**src/core/pct_pkg.sv**
```systemverilog
// package with offsets, fields and reset values of the compare timer
package pct_pkg;
   // ----------------------------------------
   // register map, per channel
   // ----------------------------------------
   localparam logic [4:0] CTRL_OFS = 5'h00;
   localparam logic [4:0] CMP_OFS = 5'h04;
   localparam logic [4:0] FLAG_OFS = 5'h08;
   localparam logic [4:0] SNAP_OFS = 5'h0c;
   localparam logic [4:0] IRQ_EN_OFS = 5'h10;
   localparam logic [4:0] IRQ_CLR_OFS = 5'h14;
   localparam logic [5:0] CHAN_STRIDE = 6'h20;
   // ----------------------------------------
   // control fields
   // ----------------------------------------
   localparam int RUN_BIT = 30;
   localparam int IEN_BIT = 29;
   localparam int MODE_HI = 28;
   localparam int MODE_LO = 27;
   localparam int CLR_BIT = 26;
   localparam int ACT_BIT = 25;
   localparam int SNAP_BIT = 16;
   localparam int DIV_HI = 7;
   localparam logic [7:0] DIV_RESET = 8'h05;
   localparam logic [23:0] CMP_RESET = 24'h000000;
   localparam logic [1:0] MODE_ONESHOT = 2'h0;
   localparam logic [1:0] MODE_PERIODIC = 2'h1;
   localparam logic [1:0] MODE_CONT = 2'h3;
endpackage : pct_pkg

```
**src/core/pct_channel.sv**
```systemverilog
// one timer channel: prescaler, 24-bit up-counter, compare and flag
`timescale 1ns/100ps
module pct_channel (
   input wire logic clk,
   input wire logic rst,
   input wire logic ce,
   input wire logic run_set,
   input wire logic run_wval,
   input wire logic clear_pulse,
   input wire logic cmp_write,
   input wire logic [23:0] cmp_wdata,
   input wire logic flag_clear,
   input wire logic [1:0] mode,
   input wire logic [7:0] divisor,
   input wire logic snap_en,
   output logic run,
   output logic [23:0] compare_value,
   output logic [23:0] count_value,
   output logic match_flag,
   output logic irq_set
);
   logic run_reg, run_next;
   logic [7:0] psc_reg, psc_next;
   logic [23:0] cnt_reg, cnt_next;
   logic [23:0] cmp_reg, cmp_next;
   logic [23:0] snap_reg, snap_next;
   logic flag_reg, flag_next;
   logic tick;
   logic hit;

   // ----------------------------------------
   // counting
   // ----------------------------------------
   // prescaler wraps at divisor, so divide is divisor+1
   always_comb begin
      tick = run_reg && (psc_reg >= divisor);
      hit = tick && (cnt_reg + 24'h000001 == cmp_reg);
      run_next = run_reg;
      psc_next = psc_reg;
      cnt_next = cnt_reg;
      cmp_next = cmp_reg;
      snap_next = snap_reg;
      flag_next = flag_reg;
      if (run_set) begin
         run_next = run_wval;
      end
      if (run_reg) begin
         psc_next = tick ? 8'h00 : psc_reg + 8'h01;
         if (tick) begin
            cnt_next = cnt_reg + 24'h000001;
         end
      end
      if (hit) begin
         if (mode != pct_pkg::MODE_CONT) begin
            cnt_next = 24'h000000;
         end
         if (mode == pct_pkg::MODE_ONESHOT) begin
            run_next = 1'b0;
         end
      end
      // clear first, then hardware set wins over software clear
      if (flag_clear) begin
         flag_next = 1'b0;
      end
      if (hit) begin
         flag_next = 1'b1;
      end
      if (snap_en && run_reg) begin
         snap_next = cnt_next;
      end
      if (cmp_write) begin
         cmp_next = cmp_wdata;
         cnt_next = 24'h000000;
         psc_next = 8'h00;
      end
      if (clear_pulse) begin
         psc_next = 8'h00;
         cnt_next = 24'h000000;
         run_next = 1'b0;
      end
   end

   // state registers, frozen while ce is low
   always_ff @(posedge clk or posedge rst) begin
      if (rst) begin
         run_reg <= 1'b0;
         psc_reg <= 8'h00;
         cnt_reg <= 24'h000000;
         cmp_reg <= pct_pkg::CMP_RESET;
         snap_reg <= 24'h000000;
         flag_reg <= 1'b0;
      end else if (ce) begin
         run_reg <= run_next;
         psc_reg <= psc_next;
         cnt_reg <= cnt_next;
         cmp_reg <= cmp_next;
         snap_reg <= snap_next;
         flag_reg <= flag_next;
      end
   end

   assign run = run_reg;
   assign compare_value = cmp_reg;
   assign count_value = snap_reg;
   assign match_flag = flag_reg;
   assign irq_set = hit && ce;
endmodule : pct_channel

```
**src/core/pct_timer.sv**
```systemverilog
// two independent compare timers behind an avalon-mm slave
// How it works
// - run bit advances counter, resumes held value
// - one-shot match flags once, clears run
// - periodic mode matches every period; 2 reserved
// - continuous mode matches without clearing counter
// - irq enable gates interrupt request output
// - counter-clear write resets prescaler, counter, run
// - read-only active bit shows counter running
// - snapshot register follows counter when enabled and running
// - prescaler divides clock by divisor plus one
// - control resets to 0x0000_0005
// - match sets flag; write one clears
// - compare write restarts count from zero
// - period is clock times divisor+1 times compare
//
// Implementation choice: the Avalon-MM slave port.
`timescale 1ns/100ps
module pct_timer #(
   parameter int CHANNELS = 2
) (
   input wire logic MCLK,
   input wire logic RST,
   input wire logic CE,
   input wire logic [5:0] ADDRESS,
   input wire logic READ,
   input wire logic WRITE,
   input wire logic [31:0] WRITEDATA,
   input wire logic [3:0] BYTEENABLE,
   output logic [31:0] READDATA,
   output logic WAITREQUEST,
   output logic [CHANNELS-1:0] TIMER_IRQ,
   output logic IRQ
);
   // ----------------------------------------
   // bus decode
   // ----------------------------------------
   logic ack_reg, ack_next;
   logic [31:0] rdata_reg, rdata_next;
   logic [CHANNELS-1:0] ien_reg, ien_next;
   logic [CHANNELS-1:0] sts_reg, sts_next;
   logic [1:0] mode_reg [CHANNELS], mode_next [CHANNELS];
   logic [7:0] div_reg [CHANNELS], div_next [CHANNELS];
   logic [CHANNELS-1:0] snap_en_reg, snap_en_next;
   logic [CHANNELS-1:0] run, flag, hit, ctl_wr, cmp_wr, flag_wr;
   logic [23:0] cmpv [CHANNELS];
   logic [23:0] cntv [CHANNELS];
   logic [4:0] ofs;
   logic [0:0] sel;
   logic req;
   logic full_word;
   logic wr_go;

   // single wait cycle, answer on the second edge of a request
   assign req = (READ || WRITE) && !ack_reg;
   assign WAITREQUEST = (READ || WRITE) && !ack_reg;
   assign ofs = ADDRESS[4:0];
   assign sel = ADDRESS[5:5];
   assign full_word = &BYTEENABLE; // partial writes ignored except at IRQ_CLR_OFS, fields span lanes
   // a write lands only on the edge where waitrequest is seen low, never twice
   assign wr_go = WRITE && ack_reg;

   // per-channel strobes
   always_comb begin
      ctl_wr = '0;
      cmp_wr = '0;
      flag_wr = '0;
      for (int i = 0; i < CHANNELS; i++) begin
         if (wr_go && full_word && sel == i[0:0]) begin
            ctl_wr[i] = (ofs == pct_pkg::CTRL_OFS);
            cmp_wr[i] = (ofs == pct_pkg::CMP_OFS);
            flag_wr[i] = (ofs == pct_pkg::FLAG_OFS) && WRITEDATA[0];
         end
      end
   end

   // ----------------------------------------
   // channels
   // ----------------------------------------
   for (genvar g = 0; g < CHANNELS; g++) begin : g_chan
      pct_channel u_chan (
         .clk(MCLK),
         .rst(RST),
         .ce(CE),
         .run_set(ctl_wr[g]),
         .run_wval(WRITEDATA[pct_pkg::RUN_BIT]),
         .clear_pulse(ctl_wr[g] && WRITEDATA[pct_pkg::CLR_BIT]),
         .cmp_write(cmp_wr[g]),
         .cmp_wdata(WRITEDATA[23:0]),
         .flag_clear(flag_wr[g]),
         .mode(mode_reg[g]),
         .divisor(div_reg[g]),
         .snap_en(snap_en_reg[g]),
         .run(run[g]),
         .compare_value(cmpv[g]),
         .count_value(cntv[g]),
         .match_flag(flag[g]),
         .irq_set(hit[g])
      );
   end

   // ----------------------------------------
   // control, interrupt and read mux
   // ----------------------------------------
   always_comb begin
      ack_next = req;
      rdata_next = rdata_reg;
      ien_next = ien_reg;
      sts_next = sts_reg;
      snap_en_next = snap_en_reg;
      for (int i = 0; i < CHANNELS; i++) begin
         mode_next[i] = mode_reg[i];
         div_next[i] = div_reg[i];
         if (ctl_wr[i]) begin
            ien_next[i] = WRITEDATA[pct_pkg::IEN_BIT];
            mode_next[i] = WRITEDATA[pct_pkg::MODE_HI:pct_pkg::MODE_LO];
            snap_en_next[i] = WRITEDATA[pct_pkg::SNAP_BIT];
            div_next[i] = WRITEDATA[pct_pkg::DIV_HI:0];
         end
         if (wr_go && sel == i[0:0] && ofs == pct_pkg::IRQ_CLR_OFS) begin
            sts_next[i] = sts_next[i] & ~WRITEDATA[0];
         end
         if (hit[i]) begin
            sts_next[i] = 1'b1; // set beats clear
         end
      end
      if (READ && req) begin
         rdata_next = 32'h00000000; // unmapped reads return zero
         case (ofs)
            pct_pkg::CTRL_OFS: begin
               rdata_next[pct_pkg::RUN_BIT] = run[sel];
               rdata_next[pct_pkg::IEN_BIT] = ien_reg[sel];
               rdata_next[pct_pkg::MODE_HI:pct_pkg::MODE_LO] = mode_reg[sel];
               rdata_next[pct_pkg::ACT_BIT] = run[sel];
               rdata_next[pct_pkg::SNAP_BIT] = snap_en_reg[sel];
               rdata_next[pct_pkg::DIV_HI:0] = div_reg[sel];
            end
            pct_pkg::CMP_OFS: rdata_next[23:0] = cmpv[sel];
            pct_pkg::FLAG_OFS: rdata_next[0] = flag[sel];
            pct_pkg::SNAP_OFS: rdata_next[23:0] = cntv[sel];
            pct_pkg::IRQ_EN_OFS: rdata_next[0] = ien_reg[sel];
            pct_pkg::IRQ_CLR_OFS: rdata_next[0] = sts_reg[sel];
            default: rdata_next = 32'h00000000;
         endcase
      end
   end

   // registers, frozen while CE is low
   always_ff @(posedge MCLK or posedge RST) begin
      if (RST) begin
         ack_reg <= 1'b0;
         rdata_reg <= 32'h00000000;
         ien_reg <= '0;
         sts_reg <= '0;
         snap_en_reg <= '0;
         for (int i = 0; i < CHANNELS; i++) begin
            mode_reg[i] <= pct_pkg::MODE_ONESHOT;
            div_reg[i] <= pct_pkg::DIV_RESET;
         end
      end else if (CE) begin
         ack_reg <= ack_next;
         rdata_reg <= rdata_next;
         ien_reg <= ien_next;
         sts_reg <= sts_next;
         snap_en_reg <= snap_en_next;
         for (int i = 0; i < CHANNELS; i++) begin
            mode_reg[i] <= mode_next[i];
            div_reg[i] <= div_next[i];
         end
      end
   end

   assign READDATA = rdata_reg;
   assign TIMER_IRQ = sts_reg & ien_reg;
   assign IRQ = |(sts_reg & ien_reg);
endmodule : pct_timer

```
**config.mk**
```make
export PLATFORM = sky130hd
export DESIGN_NAME = pct_timer
export DESIGN_NICKNAME = d
export VERILOG_FILES = /design/src/core/pct_pkg.sv /design/src/core/pct_channel.sv /design/src/core/pct_timer.sv
export SDC_FILE = /design/constraint.sdc
export NUM_CORES = 1
export LEC_CHECK = 0
export ABC_AREA = 1
export BUFFER_PORTS_ARGS = -buffer_cell sky130_fd_sc_hd__buf_4
export CORE_MARGIN = 3
export CORE_UTILIZATION = 45
export DETAILED_ROUTE_END_ITERATION = 16
export PLACE_DENSITY = 0.69
export SYNTH_ARGS = -nofsm -noshare
export SYNTH_HDL_FRONTEND = slang
export SYNTH_SLANG_ARGS = --single-unit
```
**constraint.sdc**
```tcl
create_clock -name MCLK -period 6.1 [get_ports MCLK]
set_clock_uncertainty 0.1 [all_clocks]
set_input_delay 0 -clock MCLK [delete_from_list [all_inputs] [get_ports MCLK]]
set_output_delay 0 -clock MCLK [all_outputs]
set_load 0.02 [all_outputs]
```
---- Word-level counts from Yosys, hierarchy flattened ----
Cells that the tools add are included.
word-level totals
  bits in registers ....................... 220
  output and inout port bits .............. 36
  input bits .............................. 47
cells by class
  reduce and logical (&&, ||, !) cells .... 47
  bitwise gates (word level) .............. 6
  add/sub/neg operators ................... 4
  mux-type cells .......................... 71
  equal/unequal tests ..................... 9
  magnitude comparators ................... 4
operators with widths
  operator                                       count
  two-way mux 24 bit                             18
  two-way mux 8 bit                              11
  adder 24 x 1 -> 24 bit, second input constant  2
  == test 24 bit                                 2
  two-way mux 1 bit                              33
  AND reduction 2 bit                            13
  logical AND 1 bit                              21
  one-hot mux 7 bit (3 select lines)             1
  adder 8 x 1 -> 8 bit, second input constant    2
  greater-or-equal comparator 8 bit              2
  one-hot mux 8 bit (2 select lines)             1
  one-hot mux 7 bit (2 select lines)             1
  == test 5 x 4 -> 1 bit, second input constant  2
  == test 5 bit, second input constant           2
  nonzero test 2 bit                             4
  two-way mux 2 bit                              3
  one-hot mux 1 bit (6 select lines)             1
  nonzero test 3 bit                             2
  == test 5 x 3 -> 1 bit, second input constant  1
  zero test 5 bit                                1
  zero test 2 bit                                2
  two-way mux 4 bit                              1
  != test 2 bit, second input constant           2
  AND reduction 4 bit                            1
  other kinds (10)                               12

---- Depth between registers and ports, before layout ----
  word-level depth ........................ 8
  mapped depth ............................ 19
  mapped depth without buffers ............ 18

---- Hierarchy ----
From an unflattened synthesis, not the netlist that was laid out.
second synthesis, totals
  cells, all modules ...................... 1968
  area, all modules ....................... 13531.7 µm²
by module, submodules not included
  module       area each (µm²)  sequential area each (µm²)  cells each  instances
  pct_channel  5067.4           2052.0                      728         2
  pct_timer    3397.0           1381.3                      512         1

---- Worst setup path before layout ----
No wires, ideal clock.
  path type ............................... flip-flop to flip-flop
  start point ............................. reg g_chan[1].u_chan.cnt_reg[0]
  end point ............................... reg g_chan[1].u_chan.cnt_reg[0]
  required time ........................... 5.882 ns
  stages on the path, launching flop included .. 15
  setup slack ............................. 3.679 ns
  clock period less this slack ............ 2.421 ns
  arrival ................................. 2.203 ns
  path through ............................ dfrtp_1 ha_1 nand2_1 nor2_1 nand2_1 nor2_1 nand3_1 xor3_1 nand3_1 nor2_1 nand4_1 buf_4 buf_6 nand3_1 nand2_1
between the ends
  longest elaborated chain between the ends .. 7
RTL lines
  what                                                            line               text
  start: declaration                                              pct_channel.sv:24  logic [23:0] cnt_reg, cnt_next;
  start signal: assignment                                        pct_channel.sv:95  cnt_reg <= cnt_next;
  branches (longest 4 deep; another with adder 24 x 1 -> 24 bit)  --
  two-way mux 24 bit *                                            pct_channel.sv:53  if (hit) begin
  two-way mux 24 bit *                                            pct_channel.sv:71  if (cmp_write) begin
  two-way mux 24 bit *                                            pct_channel.sv:76  if (clear_pulse) begin
Mark *: on every way between the ends.
A chain may end at the register's enable or synchronous reset.

---- Final worst setup path ----
  start point ............................. reg div_reg[3] in the netlist's numbering
  end point ............................... reg g_chan[1].u_chan.snap_reg[11]
between the ends
  longest elaborated chain between the ends .. 6
RTL lines
  what                                 line               text
  start: declaration                   pct_timer.sv:43    logic [7:0] div_reg [CHANNELS], div_next [CHANNELS];
  start signal: indexed assignment     pct_timer.sv:158   div_reg[i] <= pct_pkg::DIV_RESET;
  start signal: indexed assignment     pct_timer.sv:168   div_reg[i] <= div_next[i];
  greater-or-equal comparator 8 bit *  pct_channel.sv:36  tick = run_reg && (psc_reg >= divisor);
  logical AND 1 bit *                  pct_channel.sv:36
  two-way mux 24 bit                   pct_channel.sv:49  if (tick) begin
  two-way mux 24 bit                   pct_channel.sv:47  if (run_reg) begin
  two-way mux 24 bit                   pct_channel.sv:54  if (mode != pct_pkg::MODE_CONT) begin
  two-way mux 24 bit *                 pct_channel.sv:53
  end signal: assignment               pct_channel.sv:97  snap_reg <= snap_next;
  end: declaration                     pct_channel.sv:26  logic [23:0] snap_reg, snap_next;
Mark *: on every way between the ends. The rest lies on a longest branch, timed or not.

==> results_dict.tcl <==
set metrics [dict create \
    drt_iter0_drc 1425 \
    ant_nets 0 \
    synthArstFlopShare 1.000 \
    cts_tree "built" \
    crit_chain "inv_1, ha_1, a21oi_1, o21ai_0, nand2_1, o2111ai_1, nand2_1, clkinv_1, nand4_1, buf_4, nand3_1, nand2_1" \
    initial_core_util 0.4634 \
    multiInputGateArea_sq_um 6564 \
    leakage_uw 0.007572 \
    grt_pass1_wl_mm 63.00 \
    firstDrtPassIters 5 \
    cpMostUsedCell "nand2_1" \
    max_slew_margin 0.2071 \
    hold_viol 0 \
    clockBufferDepth 3 \
    critPathMaxStageDelay_ps 890 \
    grt_max_degree 149 \
    ys.flop_type "dfrtp_1" \
    crit_type "flip-flop to flip-flop" \
    num_vias 12390 \
    synth_seq_cells 219 \
    rows 61 \
    via_per_inst 5.420 \
    setup_viol 0 \
    place_congestion 0.9532 \
    clkSinkCount 219 \
    cts-buffers-inserted 26 \
    clk_pin_slew_worst_paths_ps 60 \
    fin_tns_setup_ps 0 \
    fin_cells 2286 \
    antenna_found_initial 0 \
    grt_overflow 0 \
    synth_edf_count 0 \
    ios 83 \
    track_usage 0.2505 \
    cts_hold_buffers 46 \
    grt_pass1_vias 11580 \
    end_kind "flip-flop" \
    die_y_microns 176.5 \
    core_region_area_sq_um 28240 \
    syn_area_sq_um 13090 \
    start_kind "flip-flop" \
    placed_cells 2192 \
    htree_levels 1 \
    cp_top_family "simple AND/OR/NAND/NOR gates" \
    n_fill_cell 2667 \
    worst-path-max-fanout 33 \
    yosysUniqueCellTypes 51 \
    cts-resized-gates 0 \
    wirelength_mm 39.10 \
    netlist_instances 1802 \
    hold_class "primary input to flip-flop" \
    dp.final_hpwl_mm 27.23 \
    powerDensity_nw_per_um2 236.1 \
    fmax_mhz 221.9 \
    post-route-period-util 0.7388 \
    final_layout_size_suffix_gt1_frac 0.09906 \
    slew_violations 0 \
    path_buf_inv 3 \
    critical_path_arrival_ps 4880 \
    clock_latency_ps 550 \
    area_delta_synth_final_pct 16.50 \
    ys_warn_count 0 \
    io_buffers 76 \
    diodes 0 \
    cp.required_ps 6480 \
    grt_setup_unrepaired "no" \
    syn_area_per_cell_sq_um 7.262 \
    ys_seq_area_frac 0.4192 \
    post_cts_buffers 0 \
    die-area_sq_um 31160 \
    ir_drop_mv 0.1863 \
    slowest_stage "nand4_1" \
    status "finished, final reports clean" \
    cts_root_buf "clkbuf_16" \
    wire_per_inst_microns 17.10 \
    final-seq-area_sq_um 5485 \
    final.min_clock_period_ps 4507 \
    drc 0 \
    worst_slew_pin_slew_ps 1188 \
    fp.dieW_microns 176.5 \
    maxCapViolations 0 \
    nNetsFinal 1955 \
]
final timing paths:
check                                                            start                                       endpoint  slack, ps  cells past startpoint
setup / recovery                                div_reg[3]$_DFFE_PP0P_   g_chan[1].u_chan.count_value[11]$_DFFE_PP0P_       1590                     12
hold / removal                                           BYTEENABLE[3]               g_chan[0].u_chan.run$_DFFE_PP0P_         80                      9
setup reg to reg                                div_reg[3]$_DFFE_PP0P_   g_chan[1].u_chan.count_value[11]$_DFFE_PP0P_       1590                     12
hold reg to reg            g_chan[1].u_chan.count_value[9]$_DFFE_PP0P_    g_chan[1].u_chan.count_value[9]$_DFFE_PP0P_        380                      2
max in group asynchronous                                          RST  g_chan[1].u_chan.compare_value[3]$_DFFE_PP0P_       4190                      4
min in group asynchronous                                          RST       g_chan[1].u_chan.cnt_reg[18]$_DFFE_PP0P_        160                      3
routing by layer:
layer / share of wire / global-route usage
met2: 0.46 / 0.3930
met4: 0.024 / 0.05925
met5: 0 / 0
met1: 0.45 / 0.3686
met3: 0.071 / 0.03505
layout by cell type, fill, tap and decap left out, types with 20 or more instances in the layout:
cell	instances
nand2_1	660
o31ai_1	20
dfrtp_1	215
nand3_2	22
ha_1	20
xor2_1	22
o21ai_0	156
nor2_1	95
a221oi_1	30
clkbuf_16	26
nand3_1	151
buf_4	88
inv_1	180
dlygate4sd3_1	46
a21oi_1	25
synth_stat cells (2+ instances only):
cell type / n / share of area
o21ai_0: 156 / 0.060
inv_2: 4 / 0.0011
nor2_2: 9 / 0.0043
nor2_1: 96 / 0.028
inv_1: 181 / 0.052
a221oi_1: 30 / 0.020
nand2_2: 5 / 0.0024
a22oi_1: 2 / 0.0011
xnor3_1: 6 / 0.010
a21oi_1: 25 / 0.0096
nand3_2: 21 / 0.016
o22ai_1: 11 / 0.0053
buf_2: 4 / 0.0015
nor2_4: 2 / 0.0017
dfstp_2: 4 / 0.0080
mux2i_1: 3 / 0.0023
nand3b_1: 10 / 0.0057
nand4_1: 16 / 0.0076
xnor2_1: 13 / 0.0087
buf_1: 4 / 0.0011
xor2_1: 22 / 0.015
nor4_1: 2 / 0.00096
buf_6: 5 / 0.0043
or2_2: 3 / 0.0014
ha_1: 20 / 0.019
o21ai_1: 3 / 0.0011
dfrtp_1: 215 / 0.41
nor3_1: 12 / 0.0046
buf_4: 6 / 0.0034
nand3_1: 152 / 0.058
nand2_1: 660 / 0.19
clkbuf_1: 58 / 0.017
o31ai_1: 20 / 0.011
o2111ai_1: 2 / 0.0013
nor2_8: 3 / 0.0046
nand2_4: 2 / 0.0017
power breakdown:
| part | internal [uW] | switching [uW] | total (uW) |
|---|---|---|---|
| Clock | 992 | 637 | 1630 |
| Sequential | 1500 | 44.3 | 1540 |
| Combinational | 169 | 261 | 429 |
| Total | 2660 | 943 | 3600 |
through the flow:
stage	util	hold slack, ps	worst slack (ps)	area, sq um	total power, uW
3_3_place_gp	0.4918	123.4	1747	13890	1958
2_1_floorplan	-	-1.833	13.91	13090	1829
4_1_cts	0.5399	35.04	1693	15250	3620
5_1_grt	0.5399	102.1	1226	15250	3742
3_5_place_dp	0.4918	131.5	1707	13890	1973
6_report	0.5399	81.33	1593	15250	3600
layout make-up:
cell class	count	share of cell area
multi-input combinational	1321	0.4305
sequential	219	0.3598
timing repair buffer	134	0.07353
clock buffer	35	0.04686
inverter	186	0.04629
tap	378	0.03102
clock inverter	13	0.01198
worst register-to-register path, stage by stage (launching register included):
cell and delay (ps):
dfrtp_1 390, inv_1 70, ha_1 310, a21oi_1 170
o21ai_0 120, nand2_1 70, o2111ai_1 100, nand2_1 780
clkinv_1 750, nand4_1 890, buf_4 440, nand3_1 160
nand2_1 100
kinds of logic after synthesis:
| logic type | share of synthesized area |
|---|---|
| AND/OR/NAND/NOR | 0.3271 |
| adder cells (fa/ha/maj) | 0.01912 |
| other | 0.0002866 |
| AO/OA/AOI/OAI | 0.1157 |
| buffers and inverters | 0.08079 |
| flip-flops | 0.4192 |
| XOR/XNOR | 0.03557 |
| multiplexers | 0.002295 |
Note: power is estimated with default switching activity, not from simulation.
